==> config.mk <==
export PLATFORM = sky130hd
export DESIGN_NAME = synth_serial_register_load
export DESIGN_NICKNAME = d
export VERILOG_FILES = /design/src/shared/synth_load_pkg.sv /design/src/rtl/synth_serial_register_load.sv /design/src/rtl/ratio_divider.sv
export SDC_FILE = /design/constraint.sdc
export NUM_CORES = 1
export LEC_CHECK = 0
export BUFFER_PORTS_ARGS = -buffer_cell sky130_fd_sc_hd__buf_4
export CAP_MARGIN = 40
export CORE_ASPECT_RATIO = 0.5
export CORE_MARGIN = 10
export CORE_UTILIZATION = 49
export CTS_CLUSTER_SIZE = 8
export DETAILED_ROUTE_END_ITERATION = 7
export HOLD_SLACK_MARGIN = 0.1
export PLACE_DENSITY = 0.77
export SLEW_MARGIN = 30
export SYNTH_ARGS = -nofsm -noshare
export SYNTH_HDL_FRONTEND = slang
export SYNTH_HIERARCHICAL = 1
export SYNTH_SLANG_ARGS = --single-unit
==> constraint.sdc <==
create_clock -name sys_clk_i -period 2.3 [get_ports sys_clk_i]
set_input_delay 0.46 -clock sys_clk_i [delete_from_list [all_inputs] [get_ports sys_clk_i]]
set_output_delay 0.46 -clock sys_clk_i [all_outputs]
set_load 0.05 [all_outputs]
==> src/shared/synth_load_pkg.sv <==
// ****************************************************************
// Constants of the serial register load block
// ****************************************************************
package synth_load_pkg;

  // Pin synchroniser layout
  localparam int SYNC_STAGES = 2;
  localparam int PIN_SCLK = 0;
  localparam int PIN_SDATA = 1;
  localparam int PIN_STROBE_N = 2;
  localparam int PIN_REF = 3;
  localparam int PIN_VCO = 4;
  localparam int PIN_COUNT = 5;

  // Shifter and frame lengths in bits per device
  localparam int SHIFT_W = 24;
  localparam int CNT_W = 6;
  localparam logic [5:0] CNT_MAX = 6'h30;
  localparam logic [5:0] BITS_NONE = 6'h00;
  localparam logic [5:0] BITS_CFG = 6'h08;
  localparam logic [5:0] BITS_REF = 6'h10;
  localparam logic [5:0] BITS_AB = 6'h18;

  // Cascade length select codes
  localparam logic [1:0] LEN_CFG = 2'h0;
  localparam logic [1:0] LEN_REF = 2'h1;

  // Configuration register fields
  localparam int CFG_W = 8;
  localparam int CFG_OUT_B_BIT = 0;
  localparam logic [7:0] CFG_RST = 8'h00;

  // Reference register fields
  localparam int REF_LOW_W = 13;
  localparam int REF_FUNC_LSB = 13;
  localparam int REF_FUNC_W = 3;
  localparam logic [12:0] REF_LOW_RST = 13'h0000;
  localparam logic [2:0] REF_FUNC_RST = 3'h0;

  // A register fields: swallow count low, main count above
  localparam int A_LSB = 0;
  localparam int A_W = 6;
  localparam int N_LSB = 6;
  localparam int N_W = 12;
  localparam logic [5:0] A_RST = 6'h00;
  localparam logic [11:0] N_RST = 12'h000;

  // Feedback ratio = main * 64 + swallow
  localparam int PRESCALE_SHIFT = 6;
  localparam int TOTAL_W = 18;

endpackage

==> src/rtl/synth_serial_register_load.sv <==
`timescale 1ns/100ps
`default_nettype none
// Overview of operation
// - Configuration load stores only configuration register
// - A load also moves 13 reference bits
// - A load keeps reference buffer, configuration
// - Reference upper three bits apply at once
// - Reference low bits only to first buffer
// - Extra strobe moves first buffer to second
// - Counter finishes present cycle before new ratio
// - Feedback ratio is main times 64 plus swallow
// - Open-drain output B under register control
module synth_serial_register_load
  import synth_load_pkg::*;
(
  // Clock and reset
  input wire logic sys_clk_i,
  input wire logic rstn_i,
  // Serial port pins from the host
  input wire logic sclk_i,
  input wire logic sdata_i,
  input wire logic load_strobe_n_i,
  // Cascade control
  input wire logic chain_en_i,
  input wire logic [1:0] chain_len_i,
  output logic sdata_o,
  // Counter input pins
  input wire logic reference_input_i,
  input wire logic vco_i,
  // Register contents
  output logic [CFG_W-1:0] cfg_o,
  output logic [A_W-1:0] swallow_o,
  output logic [N_W-1:0] main_o,
  output logic [REF_LOW_W-1:0] ref_first_o,
  output logic [REF_LOW_W-1:0] ref_second_o,
  output logic [REF_FUNC_W-1:0] ref_func_o,
  output logic ref_pending_o,
  // Divided outputs
  output logic phase_compare_frequency_o,
  output logic vco_div_o,
  // Open-drain output B
  output logic out_b_o,
  output logic out_b_oe_n_o
);

  // ****************************************************************
  // Pin synchronisers
  // ****************************************************************
  logic [PIN_COUNT-1:0] pins;
  logic [PIN_COUNT-1:0] sync_first;
  logic [PIN_COUNT-1:0] sync_second;
  logic [PIN_COUNT-1:0] pins_prev;

  assign pins = {vco_i, reference_input_i, load_strobe_n_i, sdata_i, sclk_i};

  // Two flip-flops per pin, then one more to find edges
  // Reset to each pin's idle level, so no false strobe edge follows reset
  genvar gi;
  generate
    for (gi = 0; gi < PIN_COUNT; gi++) begin : g_sync
      always_ff @(posedge sys_clk_i or negedge rstn_i) begin
        if (!rstn_i) begin
          sync_first[gi] <= (gi == PIN_STROBE_N);
          sync_second[gi] <= (gi == PIN_STROBE_N);
          pins_prev[gi] <= (gi == PIN_STROBE_N);
        end else begin
          sync_first[gi] <= pins[gi];
          sync_second[gi] <= sync_first[gi];
          pins_prev[gi] <= sync_second[gi];
        end
      end
    end
  endgenerate

  logic sclk_rise;
  logic strobe_low;
  logic strobe_rise;
  logic ref_tick;
  logic vco_tick;

  // Edge events and the strobe level on the synchronised pins
  assign sclk_rise = sync_second[PIN_SCLK] & ~pins_prev[PIN_SCLK];
  assign strobe_low = ~sync_second[PIN_STROBE_N];
  assign strobe_rise = sync_second[PIN_STROBE_N] & ~pins_prev[PIN_STROBE_N];
  assign ref_tick = sync_second[PIN_REF] & ~pins_prev[PIN_REF];
  assign vco_tick = sync_second[PIN_VCO] & ~pins_prev[PIN_VCO];

  // ****************************************************************
  // Serial shifter
  // ****************************************************************
  logic [SHIFT_W-1:0] shifter;
  logic [SHIFT_W-1:0] next_shifter;
  logic [CNT_W-1:0] bit_count;
  logic [CNT_W-1:0] next_bit_count;
  logic next_sdata;
  logic leaving_bit;

  // Bit that reaches the top of this device's window with this shift,
  // so the next device samples it on the following serial clock
  always_comb begin
    case (chain_len_i)
      LEN_CFG: leaving_bit = shifter[BITS_CFG-2];
      LEN_REF: leaving_bit = shifter[BITS_REF-2];
      default: leaving_bit = shifter[BITS_AB-2];
    endcase
  end

  // Shift while the strobe is low; count restarts when it is high
  always_comb begin
    next_shifter = shifter;
    next_bit_count = bit_count;
    next_sdata = sdata_o;
    if (!strobe_low) begin
      next_bit_count = '0;
    end else if (sclk_rise) begin
      next_shifter = {shifter[SHIFT_W-2:0], sync_second[PIN_SDATA]};
      if (bit_count != CNT_MAX) begin
        next_bit_count = bit_count + CNT_W'(1);
      end
      next_sdata = leaving_bit;
    end
    // Cascade output quiet as soon as the cascade is off
    if (!chain_en_i) begin
      next_sdata = 1'b0;
    end
  end

  // Shifter registers
  always_ff @(posedge sys_clk_i or negedge rstn_i) begin
    if (!rstn_i) begin
      shifter <= '0;
      bit_count <= '0;
      sdata_o <= 1'b0;
    end else begin
      shifter <= next_shifter;
      bit_count <= next_bit_count;
      sdata_o <= next_sdata;
    end
  end

  // ****************************************************************
  // Register commit on strobe release
  // ****************************************************************
  logic [CNT_W-1:0] own_bits;
  logic [CFG_W-1:0] next_cfg;
  logic [A_W-1:0] next_swallow;
  logic [N_W-1:0] next_main;
  logic [REF_LOW_W-1:0] next_ref_first;
  logic [REF_LOW_W-1:0] next_ref_second;
  logic [REF_FUNC_W-1:0] next_ref_func;
  logic next_ref_pending;

  // In a cascade each device owns half of the bits
  assign own_bits = chain_en_i ? (bit_count >> 1) : bit_count;

  // Frame length selects the register that is loaded
  always_comb begin
    next_cfg = cfg_o;
    next_swallow = swallow_o;
    next_main = main_o;
    next_ref_first = ref_first_o;
    next_ref_second = ref_second_o;
    next_ref_func = ref_func_o;
    next_ref_pending = ref_pending_o;
    if (strobe_rise) begin
      case (own_bits)
        BITS_CFG: begin
          next_cfg = shifter[CFG_W-1:0];
        end
        BITS_REF: begin
          next_ref_func = shifter[REF_FUNC_LSB +: REF_FUNC_W];
          next_ref_first = shifter[REF_LOW_W-1:0];
          next_ref_pending = 1'b1;
        end
        BITS_AB: begin
          next_swallow = shifter[A_LSB +: A_W];
          next_main = shifter[N_LSB +: N_W];
          next_ref_second = ref_first_o;
          next_ref_pending = 1'b0;
        end
        BITS_NONE: begin
          if (ref_pending_o) begin
            next_ref_second = ref_first_o;
            next_ref_pending = 1'b0;
          end
        end
        default: begin
          next_ref_pending = ref_pending_o;
        end
      endcase
    end
  end

  // Register file
  always_ff @(posedge sys_clk_i or negedge rstn_i) begin
    if (!rstn_i) begin
      cfg_o <= CFG_RST;
      swallow_o <= A_RST;
      main_o <= N_RST;
      ref_first_o <= REF_LOW_RST;
      ref_second_o <= REF_LOW_RST;
      ref_func_o <= REF_FUNC_RST;
      ref_pending_o <= 1'b0;
    end else begin
      cfg_o <= next_cfg;
      swallow_o <= next_swallow;
      main_o <= next_main;
      ref_first_o <= next_ref_first;
      ref_second_o <= next_ref_second;
      ref_func_o <= next_ref_func;
      ref_pending_o <= next_ref_pending;
    end
  end

  // ****************************************************************
  // Open-drain output B
  // ****************************************************************
  logic next_out_b_oe_n;

  assign next_out_b_oe_n = cfg_o[CFG_OUT_B_BIT];

  // Pin driver registers
  always_ff @(posedge sys_clk_i or negedge rstn_i) begin
    if (!rstn_i) begin
      out_b_o <= 1'b0;
      out_b_oe_n_o <= 1'b1;
    end else begin
      out_b_o <= 1'b0;
      out_b_oe_n_o <= next_out_b_oe_n;
    end
  end

  // ****************************************************************
  // Reference and feedback dividers
  // ****************************************************************
  logic [TOTAL_W-1:0] total_ratio;

  assign total_ratio = (TOTAL_W'(main_o) << PRESCALE_SHIFT) + TOTAL_W'(swallow_o);

  ratio_divider #(
    .WIDTH(REF_LOW_W)
  ) u_ref_div (
    .sys_clk_i(sys_clk_i),
    .rstn_i(rstn_i),
    .tick_i(ref_tick),
    .ratio_i(ref_second_o),
    .pulse_o(phase_compare_frequency_o)
  );

  // Feedback counter
  ratio_divider #(
    .WIDTH(TOTAL_W)
  ) u_vco_div (
    .sys_clk_i(sys_clk_i),
    .rstn_i(rstn_i),
    .tick_i(vco_tick),
    .ratio_i(total_ratio),
    .pulse_o(vco_div_o)
  );

endmodule
`default_nettype wire

==> src/rtl/ratio_divider.sv <==
`timescale 1ns/100ps
`default_nettype none
// ****************************************************************
// Programmable divider that reloads only at its terminal count
// ****************************************************************
module ratio_divider #(
  parameter int WIDTH = 13
) (
  // Clock and reset
  input wire logic sys_clk_i,
  input wire logic rstn_i,
  // Input events and ratio
  input wire logic tick_i,
  input wire logic [WIDTH-1:0] ratio_i,
  // Divided output
  output logic pulse_o
);

  // Width check at elaboration
  if (WIDTH < 2 || WIDTH > 32) begin : g_bad_width
    $error("ratio_divider: WIDTH out of range");
  end

  logic [WIDTH-1:0] count;
  logic [WIDTH-1:0] next_count;
  logic next_pulse;

  // Count down; the new ratio is taken only after the present cycle
  // reload at terminal count
  always_comb begin
    next_count = count;
    next_pulse = 1'b0;
    if (tick_i) begin
      if (count <= WIDTH'(1)) begin
        next_count = ratio_i;
        next_pulse = 1'b1;
      end else begin
        next_count = count - WIDTH'(1);
      end
    end
  end

  // State registers
  always_ff @(posedge sys_clk_i or negedge rstn_i) begin
    if (!rstn_i) begin
      count <= '0;
      pulse_o <= 1'b0;
    end else begin
      count <= next_count;
      pulse_o <= next_pulse;
    end
  end

endmodule
`default_nettype wire

==> results.md <==
- DRC viols: 0
- VDD IR max: 0.541 mV
- Syn. warnings: 6
- Port bufs: 69
- Global route overflow: 0
- Synth Instances: ~500
- Synth Area in XOR/XNOR: 0.00689
- CTS Buf Count: 17
- Final setup viols: 0
- Yosys reg bits: roughly 130
- Die Ht: 101 um
- Via/cell ratio: 5.69
- Routability Congestion: 0.904
- Setup CP Type: flop to flop
- Critical path capture point type: flop
- Total track usage: 0.162
- Top post-synthesis cells by area: dfrtp_1 (51%), mux2_2 (10%), mux2_4 (4.7%)
- HPWL after detailed placement: 9970 um
- RSZ-0062 raised after global routing: false
- Worst path buffer plus inverter count: 0
- Sw power: about 2500 uW
- Area share of the largest cell type after synthesis: 0.512
- Initial core utilization: 0.502
- Leak: between 0.003 and 0.004 uW
- Slew headroom: 0.607
- Post-synthesis mux area share: 0.163
- Antenna viol nets, final: 0
- Clock Pin Slew Worst Setup and Hold Paths: 60 ps
- Flop pwr share: 0.387
- WP data arrival: 2260 ps
- DRT Pass-1 Iters: 5
- Clk network pwr share: 0.397
- Synth top cells by count: dfrtp_1 (130), mux2_2 (58), inv_1 (31), nor2_1 (25), mux2_4 (20)
- Cell Area, Synth: around 0.0064 mm^2
- Pwr per Cell Area: 1030 mW/mm^2
- Initial drt markers: between 400 and 500
- H-tree Lvls: 4
- Most common cell in the netlist: dfrtp_1
- Logic pwr share: 0.216
- Post-synth ARST share: 1.00
- Fin crit period: 2010 ps
- Slowest cell delay on critical path: 460 ps
- Critical path's top delay family: simple AND/OR/NAND/NOR gates
- Initial antenna violation count: 0
- # rows: 29
- Hold/Removal Path Class: input port to flop
- Detailed Route WL: 14600 um
- WHS Path Cells: 1
- Fin cells: 767
- Ratio of cells with drive above 1 in the final layout: 0.390
- Mapped Nets: 520
- Final Skew: 7.40 ps
- Inst Count DP: approximately 740
- ANT cells: 0
- Die W: 181 um
- Slew @ Worst Pin: 589 ps
- Layout area overhead: 22.3%
- Top-level I/O count: 71
- Critical path, cell by cell: nor4_4 > nand4_1 > nor3_2 > o311ai_0
- Crit. path cell count: 4
- Internal power: 5550 uW
- Nets: 601
- Slowest cell on the critical path: nor4_4
- Post-synthesis adder-cell area fraction: 0.0118
- Reg2Reg Depth: 4
- Max capacitance violation total: 0
- Simple-Gate Fraction of Synth Area: 0.127
- Avg WL per Cell: 19.1 um
- Status: finished, final reports clean
- CTS Sinks: ~130
- Slew Limit Fails: 0
- Largest family of logic cells by synthesized area: multiplexers
- Largest net degree at the start of global routing: 64
- Hold Worst Slack: around 150 ps
- CP Data Required Time: 2550 ps
- Synth Area per Inst: 12.6 um^2
- Vias in the first global route: 4494
- Vias: around 4.4k
- Root buf cell: clkbuf_16
- Global-route wire length before repair: 24000 um
- Final hold violations: 0
- Synth area leader: dfrtp_1
- Core Area: 0.0127 mm^2
- CTS tree: yes
- Register area share after synthesis: 0.528
- Final period util: 0.875
- Die area: 0.0182 mm^2
- Netlist cell types: 75
- Switching Fraction: 0.307
- CTS Buffer Depth: 2
- Post-synth EDFFs: 0
- Compound-cell area share of the yosys netlist: 0.114
- Clock latency on the worst-skew pair: 410 ps
- Total Neg Setup Slack: 0 ps
- F_max: 497 MHz
- Largest fanout on the critical path: 8
- CP startpoint kind: flop
- Top_reg_cell synth: dfrtp_1
-- per-layer routing --
layer	track usage	vias up	share of wire
met2	0.273	135	0.50
met3	0.0477	13	0.061
met1	0.200	2185	0.43
met4	0.0503	0	0.0086
li1	-	2031	-
met5	0	-	0
-- registers in the layout, summed over array words and instances (netlist names), 4 cells and up --
register / cells
ref_first_o: 13
shifter: 23
swallow_o: 6
sync_first: 5
u_ref_div/count: 13
bit_count: 6
u_vco_div/count: 18
ref_second_o: 13
cfg_o: 8
sync_second: 5
pins_prev: 4
main_o: 12
-- layout by cell type, fill, tap and decap left out, drive strengths merged, types with 4 or more instances in the layout --
cell type	instances
dfrtp	130
buf	89
mux2	80
inv	31
nor2	25
clkbuf	18
o21ai	18
nand2	16
nand4	15
nor3	13
a211oi	12
nor4	10
nand3	8
a21oi	8
a31oi	7
bufinv	7
a311oi	7
mux2i	6
ha	6
nor2b	6
or4	5
dfstp	4
or3	4
and2	4
a21o	4
o211ai	4
a311o	4
nor4b	4
clkinv	4
and4	4
-- timing repair --
action,in CTS,in global routing
endpoints found under the hold margin,55,0
setup buffers,0,0
hold buffers,1,0
gates resized for setup,0,0
endpoints found under the setup margin,0,0
-- power groups by stage --
| stage | registers [uW] | clock network (uW) | logic [uW] |
|---|---|---|---|
| final | 3100 | 3180 | 1730 |
| after global routing | 3140 | 3330 | 1890 |
| after CTS | 3080 | 3220 | 1700 |
| after detailed placement | 3120 | 0 | 1660 |
| after global placement | 3100 | 0 | 1610 |
| after floorplan | 2980 | 0 | 1370 |
-- cells by family (layout without fill, tap and decap cells) --
family	Yosys count	in the layout
buffers and inverters	59	152
and+or+nand+nor	125	125
xor gates and xnor gates	5	5
muxes	86	86
other	1	1
adders and majority gates	6	6
AOI/OAI and AO/OA	88	88
DFF	134	134
-- stage by stage --
stage | area [um^2] | total power [uW] | util | worst slack [ps]
final | 7780 | 8000 | 0.614 | 288
after global routing | 7780 | 8360 | 0.614 | 145
after CTS | 7780 | 8010 | 0.614 | 296
after global placement | 7080 | 4710 | 0.559 | 352
after detailed placement | 7080 | 4780 | 0.559 | 330
after floorplan | 6360 | 4350 | - | 401
-- worst paths after layout --
check / from / endpoint / slack [ps]
max reg2reg: u_ref_div/count[9] / u_ref_div/count[3] / 290
min reg2reg: sync_first[0] / sync_second[0] / 350
min: reference_input_i / sync_first[3] / 150
max in group asynchronous: rstn_i / u_ref_div/count[1] / 1020
min in group asynchronous: rstn_i / sync_second[0] / 610
max: u_ref_div/count[9] / u_ref_div/count[3] / 290
-- area by class of cell --
| cell class | instances | area, um^2 |
|---|---|---|
| Fill cell | 936 | 4880 |
| Timing Repair Buffer | 90 | 707 |
| Inverter | 31 | 116 |
| Tap cell | 170 | 213 |
| Clock inverter | 13 | 253 |
| Multi-Input combinational cell | 311 | 2690 |
| Clock buffer | 18 | 439 |
| Sequential cell | 134 | 3360 |
Power figures use the tool's default switching activity.
